**src/rtl/ibpcp_regs.vh**
```
// Purpose: Constants for the I2C book/page control port
// Assumes: Included by ibpcp_port.v and by the testbench
// Notes:   Offsets are register indices within a page
`ifndef IBPCP_REGS_VH
`define IBPCP_REGS_VH
`define IBPCP_ADDR_FIXED     5'h13
`define IBPCP_IDX_PAGE_SEL   7'h00
`define IBPCP_IDX_BOOK_SEL   7'h7F
`define IBPCP_PAGE_RST       8'h00
`define IBPCP_PAGE_ZERO      8'h00
`define IBPCP_BOOK_RST       8'h00
`define IBPCP_DATA_RST       8'h00
`define IBPCP_IDX_LAST       7'h7F
`define IBPCP_IDX_FIRST      7'h00
`endif

```
**src/rtl/ibpcp_port.v**
```verilog
// Purpose: I2C target control port with book and page selection
// Assumes: SCL and SDA are sampled by core_clk through two flip-flops
// Notes:   Registers other than the selectors live in a local page array
// Notes on behaviour
// - Target only, standard and fast mode.
// - Page zero index 0x7f selects book.
// - Index 0x00 selects page, any value.
// - Address is 10011 plus two pin bits.
// - Pins give address bytes 0x98 to 0x9E.
// - Acknowledge own address.
// - Auto-increment always on.
// - Increment stays inside current page.
// - Index 0x7F wraps to 0x00.
// - Never drive start or stop.
// - Store write byte, then index plus one.
// - Read after index write and repeated start.
// - Read increments index after each byte.
// - Configuration only through this port.
`include "ibpcp_regs.vh"
module ibpcp_port (
    input  wire       core_clk,              // System clock, 10 MHz
    input  wire       rst,                   // Asynchronous reset, active high
    input  wire       sclIn,                 // Bus clock line level
    input  wire       sdaIn,                 // Bus data line level
    input  wire       addr_select_pin_low,   // Address select, bit 1 of address byte
    input  wire       addr_select_pin_high,  // Address select, bit 2 of address byte
    output reg        sdaOut,                // Data line drive value, always low
    output reg        sdaOe,                 // Data line drive enable
    output reg  [7:0] pageSel,               // Selected page
    output reg  [7:0] bookSel,               // Selected book
    output reg        busyOut                // Transfer in progress
);
    localparam ST_IDLE  = 3'd0;  // Waiting for start
    localparam ST_ADDR  = 3'd1;  // Shifting address byte
    localparam ST_AACK  = 3'd2;  // Acknowledging address
    localparam ST_WBYTE = 3'd3;  // Receiving index or data
    localparam ST_WACK  = 3'd4;  // Acknowledging received byte
    localparam ST_RBYTE = 3'd5;  // Transmitting byte
    localparam ST_RACK  = 3'd6;  // Sampling controller ack

    // Next index within the page, wraps at the top
    function [6:0] nextIdx;
        input [6:0] cur;
        begin
            if (cur == `IBPCP_IDX_LAST)
                nextIdx = `IBPCP_IDX_FIRST;
            else
                nextIdx = cur + 7'h01;
        end
    endfunction

    // Book selector exists at the top index of page zero only
    function bookHit;
        input [6:0] cur;
        input [7:0] page;
        begin
            bookHit = (cur == `IBPCP_IDX_BOOK_SEL) && (page == `IBPCP_PAGE_ZERO);
        end
    endfunction

    reg  [1:0] sclSync_r;   // SCL synchroniser
    reg  [1:0] sdaSync_r;   // SDA synchroniser
    reg  [1:0] adrSync_r;   // Pin synchroniser stage 1
    reg  [1:0] adrSync2_r;  // Pin synchroniser stage 2
    reg        sclD_r;      // Delayed SCL for edges
    reg        sdaD_r;      // Delayed SDA for edges
    reg  [2:0] state_r;     // Protocol state
    reg  [3:0] bitCnt_r;    // Bit counter
    reg  [7:0] shift_r;     // Shift register
    reg        haveIdx_r;   // Index byte received in this write
    reg        rdMode_r;    // Current address read bit
    reg  [6:0] idx_r;       // Register index
    reg  [7:0] mem [0:127]; // Ordinary registers of current page
    integer    i;           // Loop index

    wire scl     = sclSync_r[1];
    wire sda     = sdaSync_r[1];
    wire sclRise = scl & ~sclD_r;
    wire sclFall = ~scl & sclD_r;
    wire startC  = scl & sclD_r & ~sda & sdaD_r; // Start or repeated start
    wire stopC   = scl & sclD_r & sda & ~sdaD_r; // Stop
    wire addrHit = (shift_r[7:3] == `IBPCP_ADDR_FIXED) && (shift_r[2:1] == adrSync2_r);

    // Readback of the byte at the current index
    wire [7:0] rdByte = (idx_r == `IBPCP_IDX_PAGE_SEL) ? pageSel :
                        bookHit(idx_r, pageSel) ? bookSel : mem[idx_r];

    // Input synchronisers
    always @(posedge core_clk or posedge rst) begin
        if (rst) begin
            sclSync_r  <= 2'h3;
            sdaSync_r  <= 2'h3;
            adrSync_r  <= 2'h0;
            adrSync2_r <= 2'h0;
            sclD_r     <= 1'b1;
            sdaD_r     <= 1'b1;
        end else begin
            sclSync_r  <= {sclSync_r[0], sclIn};
            sdaSync_r  <= {sdaSync_r[0], sdaIn};
            adrSync_r  <= {addr_select_pin_high, addr_select_pin_low};
            adrSync2_r <= adrSync_r;
            sclD_r     <= scl;
            sdaD_r     <= sda;
        end
    end

    // Target protocol engine; never drives start or stop
    always @(posedge core_clk or posedge rst) begin
        if (rst) begin
            state_r   <= ST_IDLE;
            bitCnt_r  <= 4'h0;
            shift_r   <= 8'h00;
            haveIdx_r <= 1'b0;
            rdMode_r  <= 1'b0;
            idx_r     <= `IBPCP_IDX_FIRST;
            sdaOe     <= 1'b0;
            pageSel   <= `IBPCP_PAGE_RST;
            bookSel   <= `IBPCP_BOOK_RST;
            busyOut   <= 1'b0;
            for (i = 0; i < 128; i = i + 1)
                mem[i] <= `IBPCP_DATA_RST;
        end else if (startC) begin
            // Start: begin address byte, keep index for reads
            state_r  <= ST_ADDR;
            bitCnt_r <= 4'h0;
            sdaOe    <= 1'b0;
            busyOut  <= 1'b1;
        end else if (stopC) begin
            state_r <= ST_IDLE;
            sdaOe   <= 1'b0;
            busyOut <= 1'b0;
        end else begin
            case (state_r)
                ST_IDLE: begin
                    sdaOe <= 1'b0;
                end
                ST_ADDR: begin
                    if (sclRise) begin
                        shift_r  <= {shift_r[6:0], sda};
                        bitCnt_r <= bitCnt_r + 4'h1;
                    end else if (sclFall && bitCnt_r == 4'h8) begin
                        if (addrHit) begin
                            sdaOe    <= 1'b1;
                            rdMode_r <= shift_r[0];
                            state_r  <= ST_AACK;
                        end else begin
                            state_r <= ST_IDLE;
                        end
                    end
                end
                ST_AACK: begin
                    if (sclFall) begin
                        bitCnt_r  <= 4'h0;
                        haveIdx_r <= 1'b0;
                        if (rdMode_r) begin
                            shift_r <= rdByte;
                            sdaOe   <= ~rdByte[7];
                            state_r <= ST_RBYTE;
                        end else begin
                            sdaOe   <= 1'b0;
                            state_r <= ST_WBYTE;
                        end
                    end
                end
                ST_WBYTE: begin
                    if (sclRise) begin
                        shift_r  <= {shift_r[6:0], sda};
                        bitCnt_r <= bitCnt_r + 4'h1;
                    end else if (sclFall && bitCnt_r == 4'h8) begin
                        sdaOe   <= 1'b1;
                        state_r <= ST_WACK;
                        if (!haveIdx_r) begin
                            idx_r     <= shift_r[6:0];
                            haveIdx_r <= 1'b1;
                        end else begin
                            if (idx_r == `IBPCP_IDX_PAGE_SEL)
                                pageSel <= shift_r;
                            else if (bookHit(idx_r, pageSel))
                                bookSel <= shift_r;
                            else
                                mem[idx_r] <= shift_r;
                            idx_r <= nextIdx(idx_r);
                        end
                    end
                end
                ST_WACK: begin
                    if (sclFall) begin
                        sdaOe    <= 1'b0;
                        bitCnt_r <= 4'h0;
                        state_r  <= ST_WBYTE;
                    end
                end
                ST_RBYTE: begin
                    if (sclFall) begin
                        if (bitCnt_r == 4'h7) begin
                            sdaOe   <= 1'b0;
                            idx_r   <= nextIdx(idx_r);
                            state_r <= ST_RACK;
                        end else begin
                            sdaOe   <= ~shift_r[6];
                            shift_r <= {shift_r[6:0], 1'b0};
                        end
                        bitCnt_r <= bitCnt_r + 4'h1;
                    end
                end
                ST_RACK: begin
                    if (sclRise) begin
                        if (sda) begin
                            state_r <= ST_IDLE;
                        end else begin
                            bitCnt_r <= 4'h0;
                        end
                    end else if (sclFall) begin
                        shift_r <= rdByte;
                        sdaOe   <= ~rdByte[7];
                        state_r <= ST_RBYTE;
                    end
                end
                default: begin
                    state_r <= ST_IDLE;
                    sdaOe   <= 1'b0;
                end
            endcase
        end
    end

    // Pull-down drive value for open-drain data line
    always @(posedge core_clk or posedge rst) begin
        if (rst)
            sdaOut <= 1'b0;
        else
            sdaOut <= 1'b0;
    end
endmodule

```
**config.mk**
```make
export PLATFORM = sky130hd
export DESIGN_NAME = ibpcp_port
export DESIGN_NICKNAME = d
export VERILOG_FILES = /design/src/rtl/ibpcp_port.v
export VERILOG_INCLUDE_DIRS = /design/src /design/src/rtl
export SDC_FILE = /design/constraint.sdc
export NUM_CORES = 2
export LEC_CHECK = 0
export BUFFER_PORTS_ARGS = -buffer_cell sky130_fd_sc_hd__buf_2
export CORE_UTILIZATION = 30
export DETAILED_ROUTE_END_ITERATION = 7
export GPL_ROUTABILITY_DRIVEN = 0
export GPL_TIMING_DRIVEN = 0
export PLACE_DENSITY = 0.55
export SETUP_SLACK_MARGIN = 0.5
export SLEW_MARGIN = 10
export SYNTH_ARGS = -nofsm -noshare
export SYNTH_HDL_FRONTEND = slang
export SYNTH_SLANG_ARGS = --single-unit
export TNS_END_PERCENT = 20
```
**constraint.sdc**
```tcl
create_clock -name core_clk -period 64.9 [get_ports core_clk]
set_input_delay 6.49 -clock core_clk [delete_from_list [all_inputs] [get_ports core_clk]]
set_output_delay 6.49 -clock core_clk [all_outputs]
set_load 0.01 [all_outputs]
```
---- After elaboration in Yosys (flattened, before gate mapping) ----
Index checks and enable logic that the tools add are counted.
storage, ports and cells
  bits in registers ....................... 1,076
operators by class
  bitwise logic cells ..................... 19
  add/subtract/negate cells ............... 2
  magnitude comparators ................... 2
  equality and inequality tests ........... 41
  reductions and logical operators ........ 24
  multiplexer cells ....................... 65
operators by type and width
  kind                                         number
  1024-bit bitwise mux                         1
  8-bit two-way mux                            12
  8-bit binary-select mux with 7-bit select    1
  8-bit demux with 7-bit select                1
  4-bit != test (second input constant)        11
  3-bit two-way mux                            14
  7-bit two-way mux                            6
  8-bit case mux with 4 select lines           1
  4-bit two-way mux                            7
  3-bit case mux with 7 select lines           1
  7-bit AND reduction                          3
  2-bit != test (second input constant)        10
  10-bit AND reduction                         2
  1-bit two-way mux                            16
  4-bit case mux with 4 select lines           1
  8-bit AND reduction                          2
  7-bit case mux with 2 select lines           1
  3-bit != test (second input constant)        4
  6-bit AND reduction                          2
  1-bit inverter                               11
  11-bit AND reduction                         1
  5-bit != test (second input constant)        2
  3-bit equality test (second input constant)  3
  8-bit >= comparator (second input constant)  1
  25 further kinds                             39

---- Logic depth before layout (Yosys ltp) ----
  word-level depth ........................ 12
  gate-level depth with buffers ........... 14
  gate-level depth less buffers ........... 10

---- Worst setup path after synthesis ----
Ideal clock, no wire load.
  kind .................................... reg-to-output
  from .................................... register pageSel[7]
  to ...................................... output port pageSel[7]
  slack ................................... 58,000 ps
  data required time ...................... 58,410 ps
  arrival ................................. 410 ps
  cell stages (with the launch flop) ...... 1
  cells stage by stage .................... dfrtp_1
RTL lines
  what                    RTL line          text
  start, declared         ibpcp_port.v:29   output reg [7:0] pageSel,
  start signal, assigned  ibpcp_port.v:117  pageSel <= `IBPCP_PAGE_RST;
  start signal, assigned  ibpcp_port.v:177  pageSel <= shift_r;
No word-level cell between the ends.

---- Worst setup path in the final report ----
  from .................................... register bookSel[5]
  to ...................................... output port bookSel[5]
RTL lines
  what                    RTL line          text
  start, declared         ibpcp_port.v:30   output reg [7:0] bookSel,
  start signal, assigned  ibpcp_port.v:118  bookSel <= `IBPCP_BOOK_RST;
  start signal, assigned  ibpcp_port.v:179  bookSel <= shift_r;
No word-level cell between the ends.

==> impl_metrics.tcl <==
set metrics [dict create \
    worst-path-max-fanout 3 \
    end_kind "output pin" \
    hpwl_um 146300 \
    vdd.ir_drop.worst_uv 20.97 \
    wl_um 220300 \
    multiInputGateArea_um2 22260 \
    cts_post_setup_buffers_inserted 0 \
    rows 150 \
    drc_errors 4 \
    die_h_um 412.4 \
    detail_route.wl_per_cell_um 35.55 \
    ys.flop_type "dfrtp_1" \
    timing.final.crit_share 0.1237 \
    fmax_mhz 124.5 \
    finalHoldViolations 0 \
    grt_pass1_vias 36311 \
    drt-pass1-iter-count 8 \
    htree_levels 3 \
    regArea_um2 26930 \
    ys_ff_latch 1076 \
    synth_nets 3745 \
    cp_data_required_time_ns 58.41 \
    ys_async_sr_fraction 1.000 \
    avgSynthCellArea_um2 13.54 \
    numCtsBuffers 120 \
    timing.critical_path.from_type "flip-flop" \
    cp_num_buf_inv 1 \
    drtAntennaViolNets 0 \
    antenna_found_initial 22 \
    ios 25 \
    clk_pin_slew_worst_paths_ns 0.06 \
    nFillCells 16386 \
    cts-root-buf "clkbuf_16" \
    cp_data_arrival_time_ns 1.54 \
    cpMaxStageDelayCell "dfrtp_1" \
    grt_max_degree 117 \
    fin_util 0.3447 \
    core_um2 167200 \
    setup_viol 0 \
    path_class "reg -> out" \
    synth-compound-area-share 0.08414 \
    area_growth_pct 14.11 \
    clkLatencyLatePin_ns 0.79 \
    drv_cap 0 \
    synth.area.mux_share 0.2977 \
    cts_hold_buf 0 \
    cts_buffer_depth 3 \
    grt_overflow_total 0 \
    setup_ws_ns 56.87 \
    tritoncts "built" \
    max_stage_delay_ns 0.55 \
    p_per_area_nw_per_um2 25.80 \
    grtUsageTotal 0.2562 \
    syn-cell-area_um2 50520 \
    avgViaCountPerCell 5.946 \
    run_status "finished, violations left" \
    synthSimpleGateAreaFrac 0.05593 \
    synth_top_family_by_area "multiplexers" \
    cts.repair.resized 0 \
    syn_inst 3732 \
    yosys_warnings 0 \
    yosys.area_share.xor_xnor 0.0005201 \
    nNetsFinal 3905 \
    fin_skew_ns 0.04619 \
    grt_first_pass_wirelength_um 301800 \
    tns_ns 0 \
    cp_cell_sequence "buf_2" \
    synth_cell_types 78 \
    worst_pin_slew_ns 1.475 \
    rsz0062_at_grt "no" \
    p_leak_nw 26.39 \
    vias 36855 \
    io_buffers 23 \
    failed_checks "DRC" \
    slew_headroom 0.01678 \
    critPathTopFamily "flip-flops" \
    die-area_um2 170000 \
    synth_edf_count 0 \
    start_util 0.3021 \
    clock_sinks 1076 \
    synthAdderAreaFrac 0.001734 \
    drtIter0Drc 4898 \
    dp_slack_ns 56.45 \
    slew_viol_final 0 \
    fin_crit_ns 8.030 \
    drive_gt1_frac 0.4217 \
    ys_seq_area_frac 0.5332 \
    hold_class "reg -> reg" \
    die_w_um 412.4 \
]
area by class of cell:
type,instances,share of cell area
antenna,8,0.0003473
buffer,298,0.02320
clock buffer,180,0.06051
clock inverter,36,0.005491
inverter,15,0.001107
multi-input combinational,2343,0.3862
sequential,1076,0.4672
tap,2204,0.04784
timing repair buffer,38,0.008118
flip-flops by register name, summed over array words and instances, names as in the netlist, 2 cells and up:
name / flops
adrSync_r: 2
sclSync_r: 2
state_r: 3
bookSel: 8
sdaSync_r: 2
adrSync2_r: 2
idx_r: 7
mem: 1024
pageSel: 8
bitCnt_r: 4
shift_r: 8
Yosys cell counts, types with 12 or more instances:
master | n | area [um2]
a22oi_1 | 41 | 307.8
nor2b_1 | 12 | 75.07
o22ai_1 | 12 | 75.07
inv_1 | 12 | 45.04
buf_1 | 21 | 78.83
nand2_1 | 129 | 484.2
nor2_4 | 62 | 698.2
mux2_2 | 1105 | 12440
mux4_2 | 66 | 1486
dfrtp_1 | 1070 | 26780
o221ai_1 | 30 | 262.8
nand3_1 | 29 | 145.1
a22o_1 | 19 | 166.4
a221oi_1 | 153 | 1340
nor2_1 | 93 | 349.1
clkbuf_1 | 187 | 701.9
mux2_1 | 24 | 270.3
o211ai_1 | 13 | 97.59
a21oi_1 | 123 | 615.6
nor3_1 | 19 | 95.09
buf_2 | 68 | 340.3
buf_4 | 20 | 150.1
nor2_2 | 53 | 331.6
a221o_1 | 25 | 250.2
o21ai_0 | 85 | 425.4
mux2i_1 | 84 | 840.8
report_power, final:
part	leakage [nW]	internal, W	switching [W]
clock	1.89	0.000381	0.000295
combinational	9.51	0.0000206	0.000114
sequential	15.0	0.000674	0.00000203
total	26.4	0.00108	0.000412
cell usage in the layout (no fill, tap or decap), types with 8 or more instances in the layout:
cell type,n
a221o_1,25
clkinv_2,24
nor2_1,90
a31oi_1,11
clkbuf_16,120
nand3_2,8
nor3_1,19
o211ai_1,13
a21oi_1,123
clkbuf_8,26
mux2_2,1105
nor2b_1,12
mux4_2,66
nand2_1,129
o22a_1,8
o22ai_1,12
mux2_1,24
nor4_1,8
nand3_1,29
o21ai_0,85
a221oi_1,153
mux2i_1,84
clkbuf_2,29
buf_2,98
buf_1,14
buf_16,11
clkbuf_1,193
a22o_1,19
o221ai_1,30
nor2_2,56
diode_2,8
o221a_2,8
o2bb2ai_1,8
buf_4,20
inv_1,11
nor2_4,62
a22oi_1,41
dfrtp_1,1070
final timing paths:
path | from | to | slack [ns] | depth (start not counted)
setup reg to reg | idx_r[1] | sdaOe | 58.02 | 14
min in group asynchronous | rst | mem[407] | 5.76 | 2
max in group asynchronous | rst | mem[791] | 57.31 | 5
hold reg to reg | adrSync_r[0] | adrSync2_r[0] | 0.35 | 0
hold / removal | adrSync_r[0] | adrSync2_r[0] | 0.35 | 0
setup / recovery | bookSel[5] | bookSel[5] | 56.87 | 1
cell families after synthesis:
| family | after synthesis |
|---|---|
| muxes | 1279 |
| DFF | 1076 |
| adders and majority gates | 7 |
| AOI/OAI and AO/OA | 586 |
| and+or+nand+nor | 467 |
| xor gates and xnor gates | 3 |
| buffers and inverters | 313 |
| other | 1 |
stage by stage:
step / hold WS [ns] / power, W / cell area [um2] / instances
2_1_floorplan: 0.3312 / 0.0007510 / 50520 / 3732
3_3_place_gp: 0.3368 / 0.0008168 / 53390 / 5959
3_5_place_dp: 0.3387 / 0.0008180 / 53820 / 5974
4_1_cts: 0.3551 / 0.001486 / 57620 / 6190
5_1_grt: 0.3565 / 0.001521 / 57630 / 6191
6_report: 0.3520 / 0.001487 / 57650 / 6198
metal layers:
metal | track usage | part of all wire | up-vias
met5 | 0 | 0.0011 | -
met4 | 0.1547 | 0.070 | 22
met3 | 0.08373 | 0.11 | 680
met2 | 0.3741 | 0.43 | 2302
met1 | 0.3279 | 0.39 | 19575
li1 | - | - | 14276
(Power assumes the default switching activity.)
